`src/verilog/adc_seq_pkg.sv`:
```
// Purpose: Shared constants and types for the converter sequencer
// Assumes: Byte offsets on a 32-bit classic Wishbone bus
// Notes: One register per aligned word
package adc_seq_pkg;
  localparam logic [7:0] OFF_CTRL = 8'h00;
  localparam logic [7:0] OFF_CFG = 8'h04;
  localparam logic [7:0] OFF_STAT = 8'h08;
  localparam logic [7:0] OFF_UPPER = 8'h0C;
  localparam logic [7:0] OFF_LOWER = 8'h10;
  localparam logic [7:0] OFF_CHAN = 8'h14;
  localparam logic [7:0] OFF_RES_HI = 8'h18;
  localparam logic [7:0] OFF_RES_LO = 8'h1C;
  // Control word fields
  localparam int CTRL_PWR = 0;
  localparam int CTRL_START = 1;
  localparam int CTRL_REPEAT = 2;
  localparam int CTRL_EOC_IE = 3;
  localparam int CTRL_ALARM_IE = 4;
  localparam int CTRL_RES_LSB = 5;
  localparam int CTRL_OVR_IE = 7;
  // Config word fields
  localparam int CFG_HALVE = 0;
  localparam int CFG_ACH_LSB = 8;
  // Status word fields
  localparam int STAT_EOC = 0;
  localparam int STAT_ALARM = 1;
  localparam int STAT_OVR = 2;
  localparam int STAT_BUSY = 3;
  localparam int CHAN_DMA_OFF = 31;
  // Resolution codes
  localparam logic [1:0] RES_12 = 2'h0;
  localparam logic [1:0] RES_10 = 2'h1;
  localparam logic [1:0] RES_8 = 2'h2;
  localparam logic [1:0] RES_6 = 2'h3;
  localparam logic [11:0] UPPER_RESET = 12'h0FFF;
  localparam logic [11:0] LOWER_RESET = 12'h0000;
  localparam int SETTLE_TICKS = 3;
  typedef enum logic [1:0] {
    ST_IDLE = 2'b00,
    ST_CONV = 2'b01,
    ST_NEXT = 2'b11
  } state_type;
  typedef struct packed {
    logic overrun;
    logic alarm;
    logic eoc;
  } flags_type;
endpackage : adc_seq_pkg

```
`src/verilog/adc_sequencer_control.sv`:
```
// Purpose: SAR sequencing, watchdog, DMA request and result registers
// Assumes: Comparator high means input above the trial code
// Notes: Registers reached over classic Wishbone, 32-bit data
// What this block does
// - Continuous mode steps channels while repeat and power bits stay set.
// - End-of-conversion flag rises only when the sequence's last channel ends.
// - Clearing repeat mid-sequence finishes through last channel, then halts; with DMA disabled it halts after the current channel.
// - Converter clock is source clock or half of it, one select bit.
// - Alarm flag sets when result is above upper or below lower limit.
// - In scan mode only the selected alarm channel is compared.
// - Alarm flag never stops the rest of a scan sequence.
// - Overrun flags when a scan result lands while DMA still pending.
// - Separate interrupt per event plus one combined interrupt.
// - Single scan with DMA converts the list once, then needs restart.
// - Channel list is a bitmask, bit n selects channel n.
// - Repeat mode restarts from first selected channel after the last.
// - Each scan conversion end raises a DMA request.
// - DMA disable suppresses requests; single mode converts highest channel only.
// - High-byte read copies low byte to shadow; next low read returns it.
// - Resolution selects 6/8/10/12 bits; conversion ends at chosen count.
// - Results are right aligned with zero fill.
// - Resolution codes 00=12, 01=10, 10=8, 11=6 bits.
// - End flag clears by software write or by low-byte read.
`timescale 1ns/100ps
module adc_sequencer_control #(
  parameter int CHANNELS = 28,
  parameter int SETTLE = adc_seq_pkg::SETTLE_TICKS
) (
  input wire logic clk_i, // Clock
  input wire logic rst_i, // Sync reset, high
  input wire logic wb_cyc_i, // Bus cycle
  input wire logic wb_stb_i, // Bus strobe
  input wire logic wb_we_i, // Write
  input wire logic [7:0] wb_adr_i, // Byte address
  input wire logic [3:0] wb_sel_i, // Byte lanes
  input wire logic [31:0] wb_dat_i, // Write data
  output logic [31:0] wb_dat_o, // Read data
  output logic wb_ack_o, // Acknowledge
  input wire logic cmp_i, // Analog comparator pin
  output logic [11:0] dac_code_o, // Trial code
  output logic [4:0] channel_o, // Channel being converted
  output logic power_o, // Converter powered
  output logic dma_req_o, // Result ready for DMA
  input wire logic dma_ack_i, // DMA took the result
  output logic [15:0] dma_data_o, // Result word
  output logic eoc_irq_o, // End-of-conversion interrupt
  output logic alarm_irq_o, // Watchdog interrupt
  output logic overrun_irq_o, // Overrun interrupt
  output logic irq_o // Combined interrupt
);
  initial begin
    if (CHANNELS < 1 || CHANNELS > 31) $error("CHANNELS out of range");
    // Two comparator sync stages need three ticks per trial bit
    if (SETTLE < 3 || SETTLE > 15) $error("SETTLE out of range");
  end

  localparam logic [3:0] SETTLE_LAST = 4'(SETTLE - 1);

  function automatic logic [31:0] lane_mask(input logic [3:0] sel);
    lane_mask = {{8{sel[3]}}, {8{sel[2]}}, {8{sel[1]}}, {8{sel[0]}}};
  endfunction : lane_mask

  function automatic logic [31:0] merge(input logic [31:0] old,
                                        input logic [31:0] dat,
                                        input logic [3:0] sel);
    merge = (old & ~lane_mask(sel)) | (dat & lane_mask(sel));
  endfunction : merge

  // Lowest selected channel at or above lo; bit 5 flags a hit
  function automatic logic [5:0] first_from(input logic [CHANNELS-1:0] m,
                                            input logic [5:0] lo);
    first_from = 6'h00;
    for (int i = CHANNELS - 1; i >= 0; i--) begin
      if (m[i] && 6'(i) >= lo) first_from = {1'b1, 5'(i)};
    end
  endfunction : first_from

  function automatic logic [5:0] highest(input logic [CHANNELS-1:0] m);
    highest = 6'h00;
    for (int i = 0; i < CHANNELS; i++) begin
      if (m[i]) highest = {1'b1, 5'(i)};
    end
  endfunction : highest

  // Converter state
  adc_seq_pkg::state_type state_q;
  logic busy;
  assign busy = (state_q != adc_seq_pkg::ST_IDLE);

  // Register bus
  logic req, wr, rd;
  assign req = wb_cyc_i & wb_stb_i & ~wb_ack_o;
  assign wr = req & wb_we_i;
  assign rd = req & ~wb_we_i;

  logic [7:0] ctrl_q, shadow_q;
  logic [31:0] cfg_q, chan_q;
  logic [11:0] upper_q, lower_q;
  logic start_q, shadow_full_q;
  adc_seq_pkg::flags_type flags_q;
  logic [15:0] result_q;

  logic pwr, repeat_on, dma_off, scan;
  logic [1:0] res_sel;
  logic [CHANNELS-1:0] mask;
  assign pwr = ctrl_q[adc_seq_pkg::CTRL_PWR];
  assign repeat_on = ctrl_q[adc_seq_pkg::CTRL_REPEAT];
  assign res_sel = ctrl_q[adc_seq_pkg::CTRL_RES_LSB +: 2];
  assign dma_off = chan_q[adc_seq_pkg::CHAN_DMA_OFF];
  assign mask = chan_q[CHANNELS-1:0];
  assign scan = repeat_on | ~dma_off;

  always_ff @(posedge clk_i) begin
    if (rst_i) begin
      wb_ack_o <= 1'b0;
    end else begin
      wb_ack_o <= req;
    end
  end

  always_ff @(posedge clk_i) begin
    if (rst_i) begin
      ctrl_q <= 8'h00;
      cfg_q <= 32'h0000_0000;
      upper_q <= adc_seq_pkg::UPPER_RESET;
      lower_q <= adc_seq_pkg::LOWER_RESET;
      chan_q <= 32'h0000_0000;
    end else if (wr) begin
      case (wb_adr_i)
        adc_seq_pkg::OFF_CTRL: begin
          ctrl_q <= 8'(merge({24'h00_0000, ctrl_q}, wb_dat_i, wb_sel_i));
          ctrl_q[adc_seq_pkg::CTRL_START] <= 1'b0;
        end
        adc_seq_pkg::OFF_CFG: cfg_q <= merge(cfg_q, wb_dat_i, wb_sel_i) & 32'h0000_1F01;
        adc_seq_pkg::OFF_UPPER: upper_q <= 12'(merge({20'h0_0000, upper_q}, wb_dat_i, wb_sel_i));
        adc_seq_pkg::OFF_LOWER: lower_q <= 12'(merge({20'h0_0000, lower_q}, wb_dat_i, wb_sel_i));
        adc_seq_pkg::OFF_CHAN: chan_q <= merge(chan_q, wb_dat_i, wb_sel_i);
        default: ;
      endcase
    end
  end

  // Start pulse; ignored while busy or powered down
  logic start_wr;
  assign start_wr = wr && wb_adr_i == adc_seq_pkg::OFF_CTRL && wb_sel_i[0]
                    && wb_dat_i[adc_seq_pkg::CTRL_START];
  always_ff @(posedge clk_i) begin
    if (rst_i) begin
      start_q <= 1'b0;
    end else begin
      start_q <= start_wr & pwr & ~busy;
    end
  end

  // Converter tick: every cycle or every other cycle
  logic tick_q;
  always_ff @(posedge clk_i) begin
    if (rst_i) begin
      tick_q <= 1'b0;
    end else if (cfg_q[adc_seq_pkg::CFG_HALVE]) begin
      tick_q <= ~tick_q;
    end else begin
      tick_q <= 1'b1;
    end
  end

  // Comparator synchroniser
  logic cmp_meta_q, cmp_q;
  always_ff @(posedge clk_i) begin
    if (rst_i) begin
      cmp_meta_q <= 1'b0;
      cmp_q <= 1'b0;
    end else begin
      cmp_meta_q <= cmp_i;
      cmp_q <= cmp_meta_q;
    end
  end

  // Successive approximation and sequencing
  logic [3:0] bit_q, wait_q, last_bit;
  logic [11:0] trial, kept;
  logic [5:0] nxt, first_sel;
  logic conv_end;
  assign trial = 12'h001 << bit_q;
  assign kept = cmp_q ? dac_code_o : (dac_code_o & ~trial);
  assign last_bit = {1'b0, res_sel, 1'b0};
  assign conv_end = state_q == adc_seq_pkg::ST_CONV && tick_q
                    && wait_q == SETTLE_LAST && bit_q == last_bit;
  assign nxt = first_from(mask, 6'(channel_o) + 6'h01);
  assign first_sel = scan ? first_from(mask, 6'h00) : highest(mask);

  always_ff @(posedge clk_i) begin
    if (rst_i) begin
      state_q <= adc_seq_pkg::ST_IDLE;
      bit_q <= 4'hB;
      wait_q <= 4'h0;
      dac_code_o <= 12'h000;
      channel_o <= 5'h00;
    end else if (!pwr) begin
      state_q <= adc_seq_pkg::ST_IDLE;
      dac_code_o <= 12'h000;
    end else begin
      case (state_q)
        adc_seq_pkg::ST_IDLE: begin
          if (start_q) begin
            state_q <= adc_seq_pkg::ST_CONV;
            channel_o <= first_sel[4:0];
            bit_q <= 4'hB;
            wait_q <= 4'h0;
            dac_code_o <= 12'h800;
          end
        end
        adc_seq_pkg::ST_CONV: begin
          if (tick_q) begin
            if (wait_q != SETTLE_LAST) begin
              wait_q <= wait_q + 4'h1;
            end else if (bit_q == last_bit) begin
              dac_code_o <= kept;
              state_q <= adc_seq_pkg::ST_NEXT;
            end else begin
              wait_q <= 4'h0;
              bit_q <= bit_q - 4'h1;
              dac_code_o <= kept | (trial >> 1);
            end
          end
        end
        adc_seq_pkg::ST_NEXT: begin
          bit_q <= 4'hB;
          wait_q <= 4'h0;
          dac_code_o <= 12'h800;
          if (scan && nxt[5]) begin
            channel_o <= nxt[4:0];
            state_q <= adc_seq_pkg::ST_CONV;
          end else if (repeat_on) begin
            channel_o <= first_sel[4:0];
            state_q <= adc_seq_pkg::ST_CONV;
          end else begin
            state_q <= adc_seq_pkg::ST_IDLE;
          end
        end
        default: begin
          state_q <= adc_seq_pkg::ST_IDLE;
        end
      endcase
    end
  end

  // Result store, right aligned
  logic [11:0] aligned;
  assign aligned = kept >> last_bit;
  always_ff @(posedge clk_i) begin
    if (rst_i) begin
      result_q <= 16'h0000;
    end else if (conv_end) begin
      result_q <= {4'h0, aligned};
    end
  end
  assign dma_data_o = result_q;

  // Event detection
  logic seq_end, alarm_hit;
  logic [4:0] alarm_chan;
  assign alarm_chan = cfg_q[adc_seq_pkg::CFG_ACH_LSB +: 5];
  assign seq_end = state_q == adc_seq_pkg::ST_NEXT && !(scan && nxt[5]);
  assign alarm_hit = conv_end && (!scan || channel_o == alarm_chan)
                     && (aligned > upper_q || aligned < lower_q);

  logic stat_wr, lo_rd, hi_rd;
  assign stat_wr = wr && wb_adr_i == adc_seq_pkg::OFF_STAT && wb_sel_i[0];
  assign lo_rd = rd && wb_adr_i == adc_seq_pkg::OFF_RES_LO;
  assign hi_rd = rd && wb_adr_i == adc_seq_pkg::OFF_RES_HI;

  // Flags: write one clears, a new event wins over a clear
  always_ff @(posedge clk_i) begin
    if (rst_i) begin
      flags_q <= '0;
    end else begin
      if (seq_end) begin
        flags_q.eoc <= 1'b1;
      end else if (lo_rd || (stat_wr && wb_dat_i[adc_seq_pkg::STAT_EOC])) begin
        flags_q.eoc <= 1'b0;
      end
      if (alarm_hit) begin
        flags_q.alarm <= 1'b1;
      end else if (stat_wr && wb_dat_i[adc_seq_pkg::STAT_ALARM]) begin
        flags_q.alarm <= 1'b0;
      end
      if (conv_end && scan && !dma_off && dma_req_o && !dma_ack_i) begin
        flags_q.overrun <= 1'b1;
      end else if (stat_wr && wb_dat_i[adc_seq_pkg::STAT_OVR]) begin
        flags_q.overrun <= 1'b0;
      end
    end
  end

  // DMA request per scan conversion
  always_ff @(posedge clk_i) begin
    if (rst_i) begin
      dma_req_o <= 1'b0;
    end else if (conv_end && scan && !dma_off) begin
      dma_req_o <= 1'b1;
    end else if (dma_ack_i) begin
      dma_req_o <= 1'b0;
    end
  end

  // Interrupt lines
  always_ff @(posedge clk_i) begin
    if (rst_i) begin
      eoc_irq_o <= 1'b0;
      alarm_irq_o <= 1'b0;
      overrun_irq_o <= 1'b0;
      irq_o <= 1'b0;
    end else begin
      eoc_irq_o <= flags_q.eoc & ctrl_q[adc_seq_pkg::CTRL_EOC_IE];
      alarm_irq_o <= flags_q.alarm & ctrl_q[adc_seq_pkg::CTRL_ALARM_IE];
      overrun_irq_o <= flags_q.overrun & ctrl_q[adc_seq_pkg::CTRL_OVR_IE];
      irq_o <= eoc_irq_o | alarm_irq_o | overrun_irq_o;
    end
  end

  always_ff @(posedge clk_i) begin
    if (rst_i) begin
      power_o <= 1'b0;
    end else begin
      power_o <= pwr;
    end
  end

  // Low-byte shadow for consistent two-part reads
  always_ff @(posedge clk_i) begin
    if (rst_i) begin
      shadow_q <= 8'h00;
      shadow_full_q <= 1'b0;
    end else if (hi_rd) begin
      shadow_q <= result_q[7:0];
      shadow_full_q <= 1'b1;
    end else if (lo_rd) begin
      shadow_full_q <= 1'b0;
    end
  end

  // Read data
  always_ff @(posedge clk_i) begin
    if (rst_i) begin
      wb_dat_o <= 32'h0000_0000;
    end else if (rd) begin
      case (wb_adr_i)
        adc_seq_pkg::OFF_CTRL: wb_dat_o <= {24'h00_0000, ctrl_q};
        adc_seq_pkg::OFF_CFG: wb_dat_o <= cfg_q;
        adc_seq_pkg::OFF_STAT: wb_dat_o <= {28'h000_0000, busy, flags_q};
        adc_seq_pkg::OFF_UPPER: wb_dat_o <= {20'h0_0000, upper_q};
        adc_seq_pkg::OFF_LOWER: wb_dat_o <= {20'h0_0000, lower_q};
        adc_seq_pkg::OFF_CHAN: wb_dat_o <= chan_q;
        adc_seq_pkg::OFF_RES_HI: wb_dat_o <= {24'h00_0000, result_q[15:8]};
        adc_seq_pkg::OFF_RES_LO: begin
          wb_dat_o <= {24'h00_0000, shadow_full_q ? shadow_q : result_q[7:0]};
        end
        default: wb_dat_o <= 32'h0000_0000;
      endcase
    end
  end
endmodule : adc_sequencer_control

```
`config.mk`:
```
export PLATFORM = sky130hd
export DESIGN_NAME = adc_sequencer_control
export DESIGN_NICKNAME = d
export VERILOG_FILES = /design/src/verilog/adc_seq_pkg.sv /design/src/verilog/adc_sequencer_control.sv
export SDC_FILE = /design/constraint.sdc
export NUM_CORES = 1
export LEC_CHECK = 0
export BUFFER_PORTS_ARGS = -buffer_cell sky130_fd_sc_hd__buf_2
export CORE_ASPECT_RATIO = 1.1
export CORE_UTILIZATION = 63
export CTS_BUF_LIST = sky130_fd_sc_hd__clkbuf_8 sky130_fd_sc_hd__clkbuf_16
export CTS_CLUSTER_DIAMETER = 200
export DETAILED_ROUTE_END_ITERATION = 10
export GPL_TIMING_DRIVEN = 1
export HOLD_SLACK_MARGIN = 0.02
export MAX_ROUTING_LAYER = met4
export PLACE_DENSITY = 0.87
export SYNTH_ARGS = -nofsm -noshare
export SYNTH_HDL_FRONTEND = slang
export SYNTH_SLANG_ARGS = --single-unit
export TNS_END_PERCENT = 5
```
`constraint.sdc`:
```
create_clock -name clk_i -period 8.8 [get_ports clk_i]
set_input_delay 0.88 -clock clk_i [delete_from_list [all_inputs] [get_ports clk_i]]
set_output_delay 0.88 -clock clk_i [all_outputs]
set_load 0.005 [all_outputs]
```
Yosys cells after proc, flatten, opt, wreduce, memory -nomap -nowiden

Cells that the tools add are included.

Add/sub/neg operators: 3
$lt $le $gt $ge: 30
Eq/ne operators: 20
Shifts and indexed selects: 2
Muxes and demuxes: 124
Bitwise logic cells: 33
Reductions and logical operators: 77

Operator list:

| kind               | count |
|---|---|
| $mux 5             | 59 |
| $pmux 32 s8        | 1 |
| $mux 6             | 28 |
| $ge 5x6->1 const A | 12 |
| $and 32x32->32     | 2 |
| $mux 12            | 5 |
| $logic_and 1x1->1  | 49 |
| $ge 4x6->1 const A | 8 |
| $and 12x12->12     | 3 |
| $pmux 12 s3        | 1 |
| $eq 8x5->1 const B | 4 |
| $mux 4             | 8 |
| $not 32->32        | 1 |
| $or 32x32->32      | 1 |
| $ge 3x6->1 const A | 4 |
| $or 12x12->12      | 2 |
| $pmux 4 s3         | 2 |
| $eq 8x4->1 const B | 2 |
| $reduce_bool 2->1  | 7 |
| $and 13x13->13     | 1 |
| $mux 1             | 13 |
| $or 13x13->13      | 1 |
| $ge 1x6->1 const A | 2 |
| $ge 2x6->1 const A | 2 |
| 38 further kinds   | 71 |

Flip-flop bits (word level): 163

Logic depth before layout (Yosys ltp)

Depth in word-level cells: 35
Mapped depth: 16
Gate-level depth less buffers: 16

Worst setup path after synthesis

No wires, ideal clock.

Kind: reg2reg
Start: register channel_o[0]
End: register channel_o[2]
Library setup time: 0.122 ns
Arrival time: 3.097 ns
Path slack: 5.581 ns
Cell stages (with the launch flop): 13
Buffers on the path: 2
Cell sequence: dfxtp_1 > buf_2 > inv_1 > ha_1 > clkbuf_1 > a21o_1 > a211oi_1 > o22ai_1 > a211o_1 > or4b_4 > o21ai_4 > mux2i_1 > o22ai_1

Cells in the longest elaborated chain, start to end: 34
Elaborated cells on any way between the ends: 90

Ends and longest elaborated chain:

| element                                                                | line                         | source |
|---|---|---|
| from (decl)                                                            | adc_sequencer_control.sv:41  | `output logic [4:0] channel_o,` |
| from (signal assigned)                                                 | adc_sequencer_control.sv:207 | `channel_o <= first_sel[4:0];` |
| from (signal assigned)                                                 | adc_sequencer_control.sv:232 | `channel_o <= nxt[4:0];` |
| from (signal assigned)                                                 | adc_sequencer_control.sv:235 | `channel_o <= first_sel[4:0];` |
| $add 5x1->6 *                                                          | adc_sequencer_control.sv:189 | `assign nxt = first_from(mask, 6'(channel_o) + 6'h01);` |
| $ge 5x6->1                                                             | adc_sequencer_control.sv:74  | `if (m[i] && 6'(i) >= lo) first_from = {1'b1, 5'(i)};` |
| $logic_and 1x1->1                                                      | adc_sequencer_control.sv:74  |  |
| $mux 6 (27 in a row)                                                   | adc_sequencer_control.sv:74  |  |
| $mux 6 *                                                               | adc_sequencer_control.sv:74  |  |
| $logic_and 1x1->1                                                      | adc_sequencer_control.sv:231 | `if (scan && nxt[5]) begin` |
| $ne 3x3->1 (no source line) / $mux 5 (equally long branches)           | -                            |  |
| $reduce_and 4->1 (no source line) / $pmux 5 s2 (equally long branches) | -                            |  |

Every way passes the cells marked *; elsewhere a longest branch is shown, timed or not.
A chain may end at the register's enable or synchronous reset.

Worst setup path after layout

Start: register bit_q[3]
End: register flags_q[1] in the netlist's numbering

Cells in the longest elaborated chain, start to end: 9
Elaborated cells on any way between the ends: 14

Ends and longest elaborated chain:

| element                                             | line                         | source |
|---|---|---|
| from (decl)                                         | adc_sequencer_control.sv:180 | `logic [3:0] bit_q, wait_q, last_bit;` |
| from (signal assigned)                              | adc_sequencer_control.sv:222 | `bit_q <= bit_q - 4'h1;` |
| $shl 1x4->12 *                                      | adc_sequencer_control.sv:184 | `assign trial = 12'h001 << bit_q;` |
| $not 12->12 *                                       | adc_sequencer_control.sv:185 | `assign kept = cmp_q ? dac_code_o : (dac_code_o & ~trial);` |
| $and 12x12->12 *                                    | adc_sequencer_control.sv:185 |  |
| $mux 12 *                                           | adc_sequencer_control.sv:185 |  |
| $shr 12x3->12 *                                     | adc_sequencer_control.sv:250 | `assign aligned = kept >> last_bit;` |
| net aligned[5]                                      | adc_sequencer_control.sv:249 | `logic [11:0] aligned;` |
| $gt 12x12->1 / $lt 12x12->1 (equally long branches) | adc_sequencer_control.sv:266 | `&& (aligned > upper_q \|\| aligned < lower_q);` |
| $logic_or 1x1->1 *                                  | adc_sequencer_control.sv:266 |  |
| $logic_and 1x1->1 *                                 | adc_sequencer_control.sv:266 |  |
| $mux 1 / $reduce_bool 2->1 (equally long branches)  | -                            |  |
| to (decl)                                           | adc_sequencer_control.sv:100 | `adc_seq_pkg::flags_type flags_q;` |

Mark *: on every way through the listed nets, which the timed path passes. The rest lies on a longest branch.

==> results by group <==
STA
  • RSZ-0062 raised after global routing: false
  • Final min period: ~4.2 ns
  • Clk_skew: 0.00922 ns
  • Tightest hold margin: approximately 0.45 ns
  • Final setup fails: 0
  • Achievable Freq: 0.237 GHz
  • Slew @ Worst Pin: between 0.9 and 1 ns
  • Max-slew headroom: 0.334
  • Period utilization: 0.480
  • Setup TNS: 0 ns
  • Fin. Hold Viols: 0
  • Final slew viol count: 0

Synth
  • Synth Instances: 1,294
  • Seq/Total Area, Yosys: 0.339
  • Yosys Warn Count: 0
  • Synth top area cells: dfxtp_1 (34%), a21oi_1 (8.2%), nand2_1 (6.2%)
  • Main synth FF type: dfxtp_1
  • Post-synth cell types: 75
  • Syn_area_per_cell: 7.43 sq um
  • Post-Synth Adder-Cell Area: 0.0429
  • Yosys top cell area share: 0.339
  • XOR/XNOR share of the synthesized area: 0.0137
  • Post-synth ARST share: 0
  • FF+latch count, synth: 163
  • Number of flops mapped to enable cells by yosys: 0
  • Mux cell area share after synthesis: 0.0431
  • Syn Std Cell Area: 0.00962 sq mm
  • Synth area leader: dfxtp_1
  • Post-synthesis simple-gate area fraction: 0.251
  • Largest family of logic cells by synthesized area: simple AND/OR/NAND/NOR gates
  • Share of the synthesized area in compound gates (AO/OA/AOI/OAI): 0.244

Routing
  • M1 WL: between 10 and 15 mm
  • Routed wl met3: about 2.6 mm
  • Via/cell ratio: 6.55
  • Avg WL per Cell: 19.1 um
  • Final WL: 29.7 mm
  • Starting DRT DRC Count: around 1,200
  • Top Layer Used: met4
  • Antenna-violating nets left: 0
  • Routed via count: roughly 10,000
  • TritonRoute pass-1 iters: 6
  • Wire length on met2: roughly 14 mm
  • Drt drc: 0

Clocking
  • Hold-fix buffers at CTS: 0
  • Sink Count: 163
  • CTS tree: built
  • Clk slew on worst S/H paths: 0.07 ns
  • Clk Latency, worst-skew pair: 0.44 ns
  • Post-CTS Setup Repair Bufs: 0
  • Post-CTS Resized: 0
  • H-tree depth: 4
  • Worst-case clock buffer depth: 2
  • CTS Buf Count: 17
  • Clk root buf: clkbuf_16

Floorplanning
  • Starting density of the core: 0.641
  • Row cnt: between 40 and 50
  • DIE WIDTH: 120 um
  • Die footprint: 0.0158 sq mm
  • CORE AREA: 0.0150 sq mm
  • Die Y: 132 um
  • I/O pin total: 123

Critical path
  • Crit path cell chain: nor2b_1 > nor2b_1 > a21boi_0 > a21boi_0 > a21oi_1 > ha_1 > a21o_1 > a21o_1 > a21oi_1 > nor2_1 > a2111oi_0 > o22a_1 > o41ai_1
  • CP Launch Type: flop
  • Worst setup EP type: flop
  • Slowest cell on crit path: a21boi_0
  • Cell family with most CP delay: compound AO/OA/AOI/OAI gates
  • Crit path max fanout: 10
  • Delay of the slowest cell on the worst path: ~0.55 ns
  • Crit Path Class: flop to flop
  • WP data required: 9.08 ns
  • Buffer and inverter count on the worst path: 0
  • CP arrival: between 4 and 5 ns

Placement
  • GP Congestion: 1.00
  • Post-DP HPWL: roughly 21 mm
  • Cells after DPL: 1,522
  • I/O Buffers: about 120

Power
  • Total power draw: 1500 uW
  • Power Density: 140 mW/mm^2
  • Worst vdd ir: around 100 uV
  • Leakage power: 0.00442 uW

GRT
  • Largest net degree at the start of global routing: ~100
  • Initial antenna violation count: 0
  • GRT Total Usage: 0.392
  • Global-route wire length before repair: approximately 48 mm
  • GRT overflow: 0
  • Number of global-route vias before repair: between 9,000 and 10,000

Layout
  • Nets@finish: 1,429
  • Diode count: 0
  • Proportion of layout cells with a drive suffix above 1: 0.140
  • Layout area overhead: 11.7%
  • Fin util: 0.717
  • Fin cells: roughly 1,600

Run
  • Max-cap violations: 0

Status
  • Status: finished clean

Hold path
  • Hold WC Path Type: flop to flop
[worst min-delay path, cell delays in order, from the launching register on]
cell	delay, ns
dfxtp_1	0.31
nand2_1	0.05
a21oi_1	0.05
[Yosys cell counts, types with 3 or more instances]
library cell	count
a211oi_1	14
a221oi_1	13
o22ai_1	9
and3_1	5
o221ai_1	5
nand4_1	8
inv_1	53
mux2i_1	38
xnor2_1	7
nor3b_1	5
a22oi_1	22
o41ai_1	3
o21a_1	5
nand3b_1	16
buf_1	6
a31oi_1	12
o21ai_0	48
a21o_1	14
buf_4	5
buf_2	9
xor2_1	8
a22o_1	3
a32oi_1	3
o311a_1	5
nor3_1	32
dfxtp_1	163
o2bb2ai_1	3
o31ai_1	6
a31o_2	6
nand2b_1	13
nor2_1	128
a21boi_0	7
a2111oi_0	3
clkbuf_1	82
nor4_1	9
a221o_1	3
or2_2	6
nand2_1	160
ha_1	33
and2_1	11
nor2b_1	19
a21oi_1	158
nand3_1	90
[area by class of cell]
type	instances	area, sq um
sequential	163	3260
tap	196	245
timing repair buffer	132	698
multi-input combinational	977	5760
inverter	54	203
clock inverter	15	148
fill	1204	4250
clock buffer	17	425
[per-stage QoR]
stage	worst slack, ns	cell area (sq um)
2_1_floorplan	5.58	9630
3_3_place_gp	4.85	10200
3_5_place_dp	4.78	10200
4_1_cts	4.75	10700
5_1_grt	4.32	10700
6_report	4.57	10700
[routing by layer]
metal | track usage | up-vias
met5 | - | -
met4 | 0.199 | 0
met3 | 0.0699 | 133
met2 | 0.613 | 591
met1 | 0.482 | 4739
li1 | - | 4720
[final timing paths]
check,slack [ns],to,from,cells after the start
worst max-delay path,4.57,flags_q[1]$_SDFFE_PP0P_,bit_q[3]$_SDFFE_PP1P_,13
worst min-delay path,0.45,wb_dat_o[28]$_SDFFE_PP0P_,wb_dat_o[28]$_SDFFE_PP0P_,2
worst max register to register,4.57,flags_q[1]$_SDFFE_PP0P_,bit_q[3]$_SDFFE_PP1P_,13
worst min register to register,0.45,wb_dat_o[28]$_SDFFE_PP0P_,wb_dat_o[28]$_SDFFE_PP0P_,2
[where the power goes]
part | switching, uW | leakage (uW) | internal [uW]
logic | 31.0 | 0.00283 | 13.3
clock network | 343 | 0.000275 | 375
registers | 0.700 | 0.00131 | 738
total | 374 | 0.00442 | 1130
[logic make-up (layout without fill, tap and decap cells)]
logic type      after synthesis  in the layout
flops                       163            163
simple gates                516            516
xor+xnor                     15             15
fa+ha+maj                    33             33
buf+inv                     157            218
other cells                   1              4
compound gates              369            369
mux                          40             40
[placed cells by master (no fill, tap or decap), drive strengths merged, types with 13 or more instances in the layout]
master / synthesis / routed
nand3: 90 / 90
dfxtp: 163 / 163
nand2: 160 / 160
nor2b: 19 / 19
nor2: 128 / 128
o21ai: 50 / 50
inv: 54 / 62
a21oi: 158 / 158
a22oi: 22 / 22
clkbuf: 82 / 17
a21o: 14 / 14
nor3: 32 / 32
mux2i: 38 / 38
ha: 33 / 33
nand3b: 16 / 16
nand2b: 13 / 13
a221oi: 13 / 13
buf: 21 / 132
a211oi: 14 / 14
No activity file was read; power rests on OpenSTA's default activity.
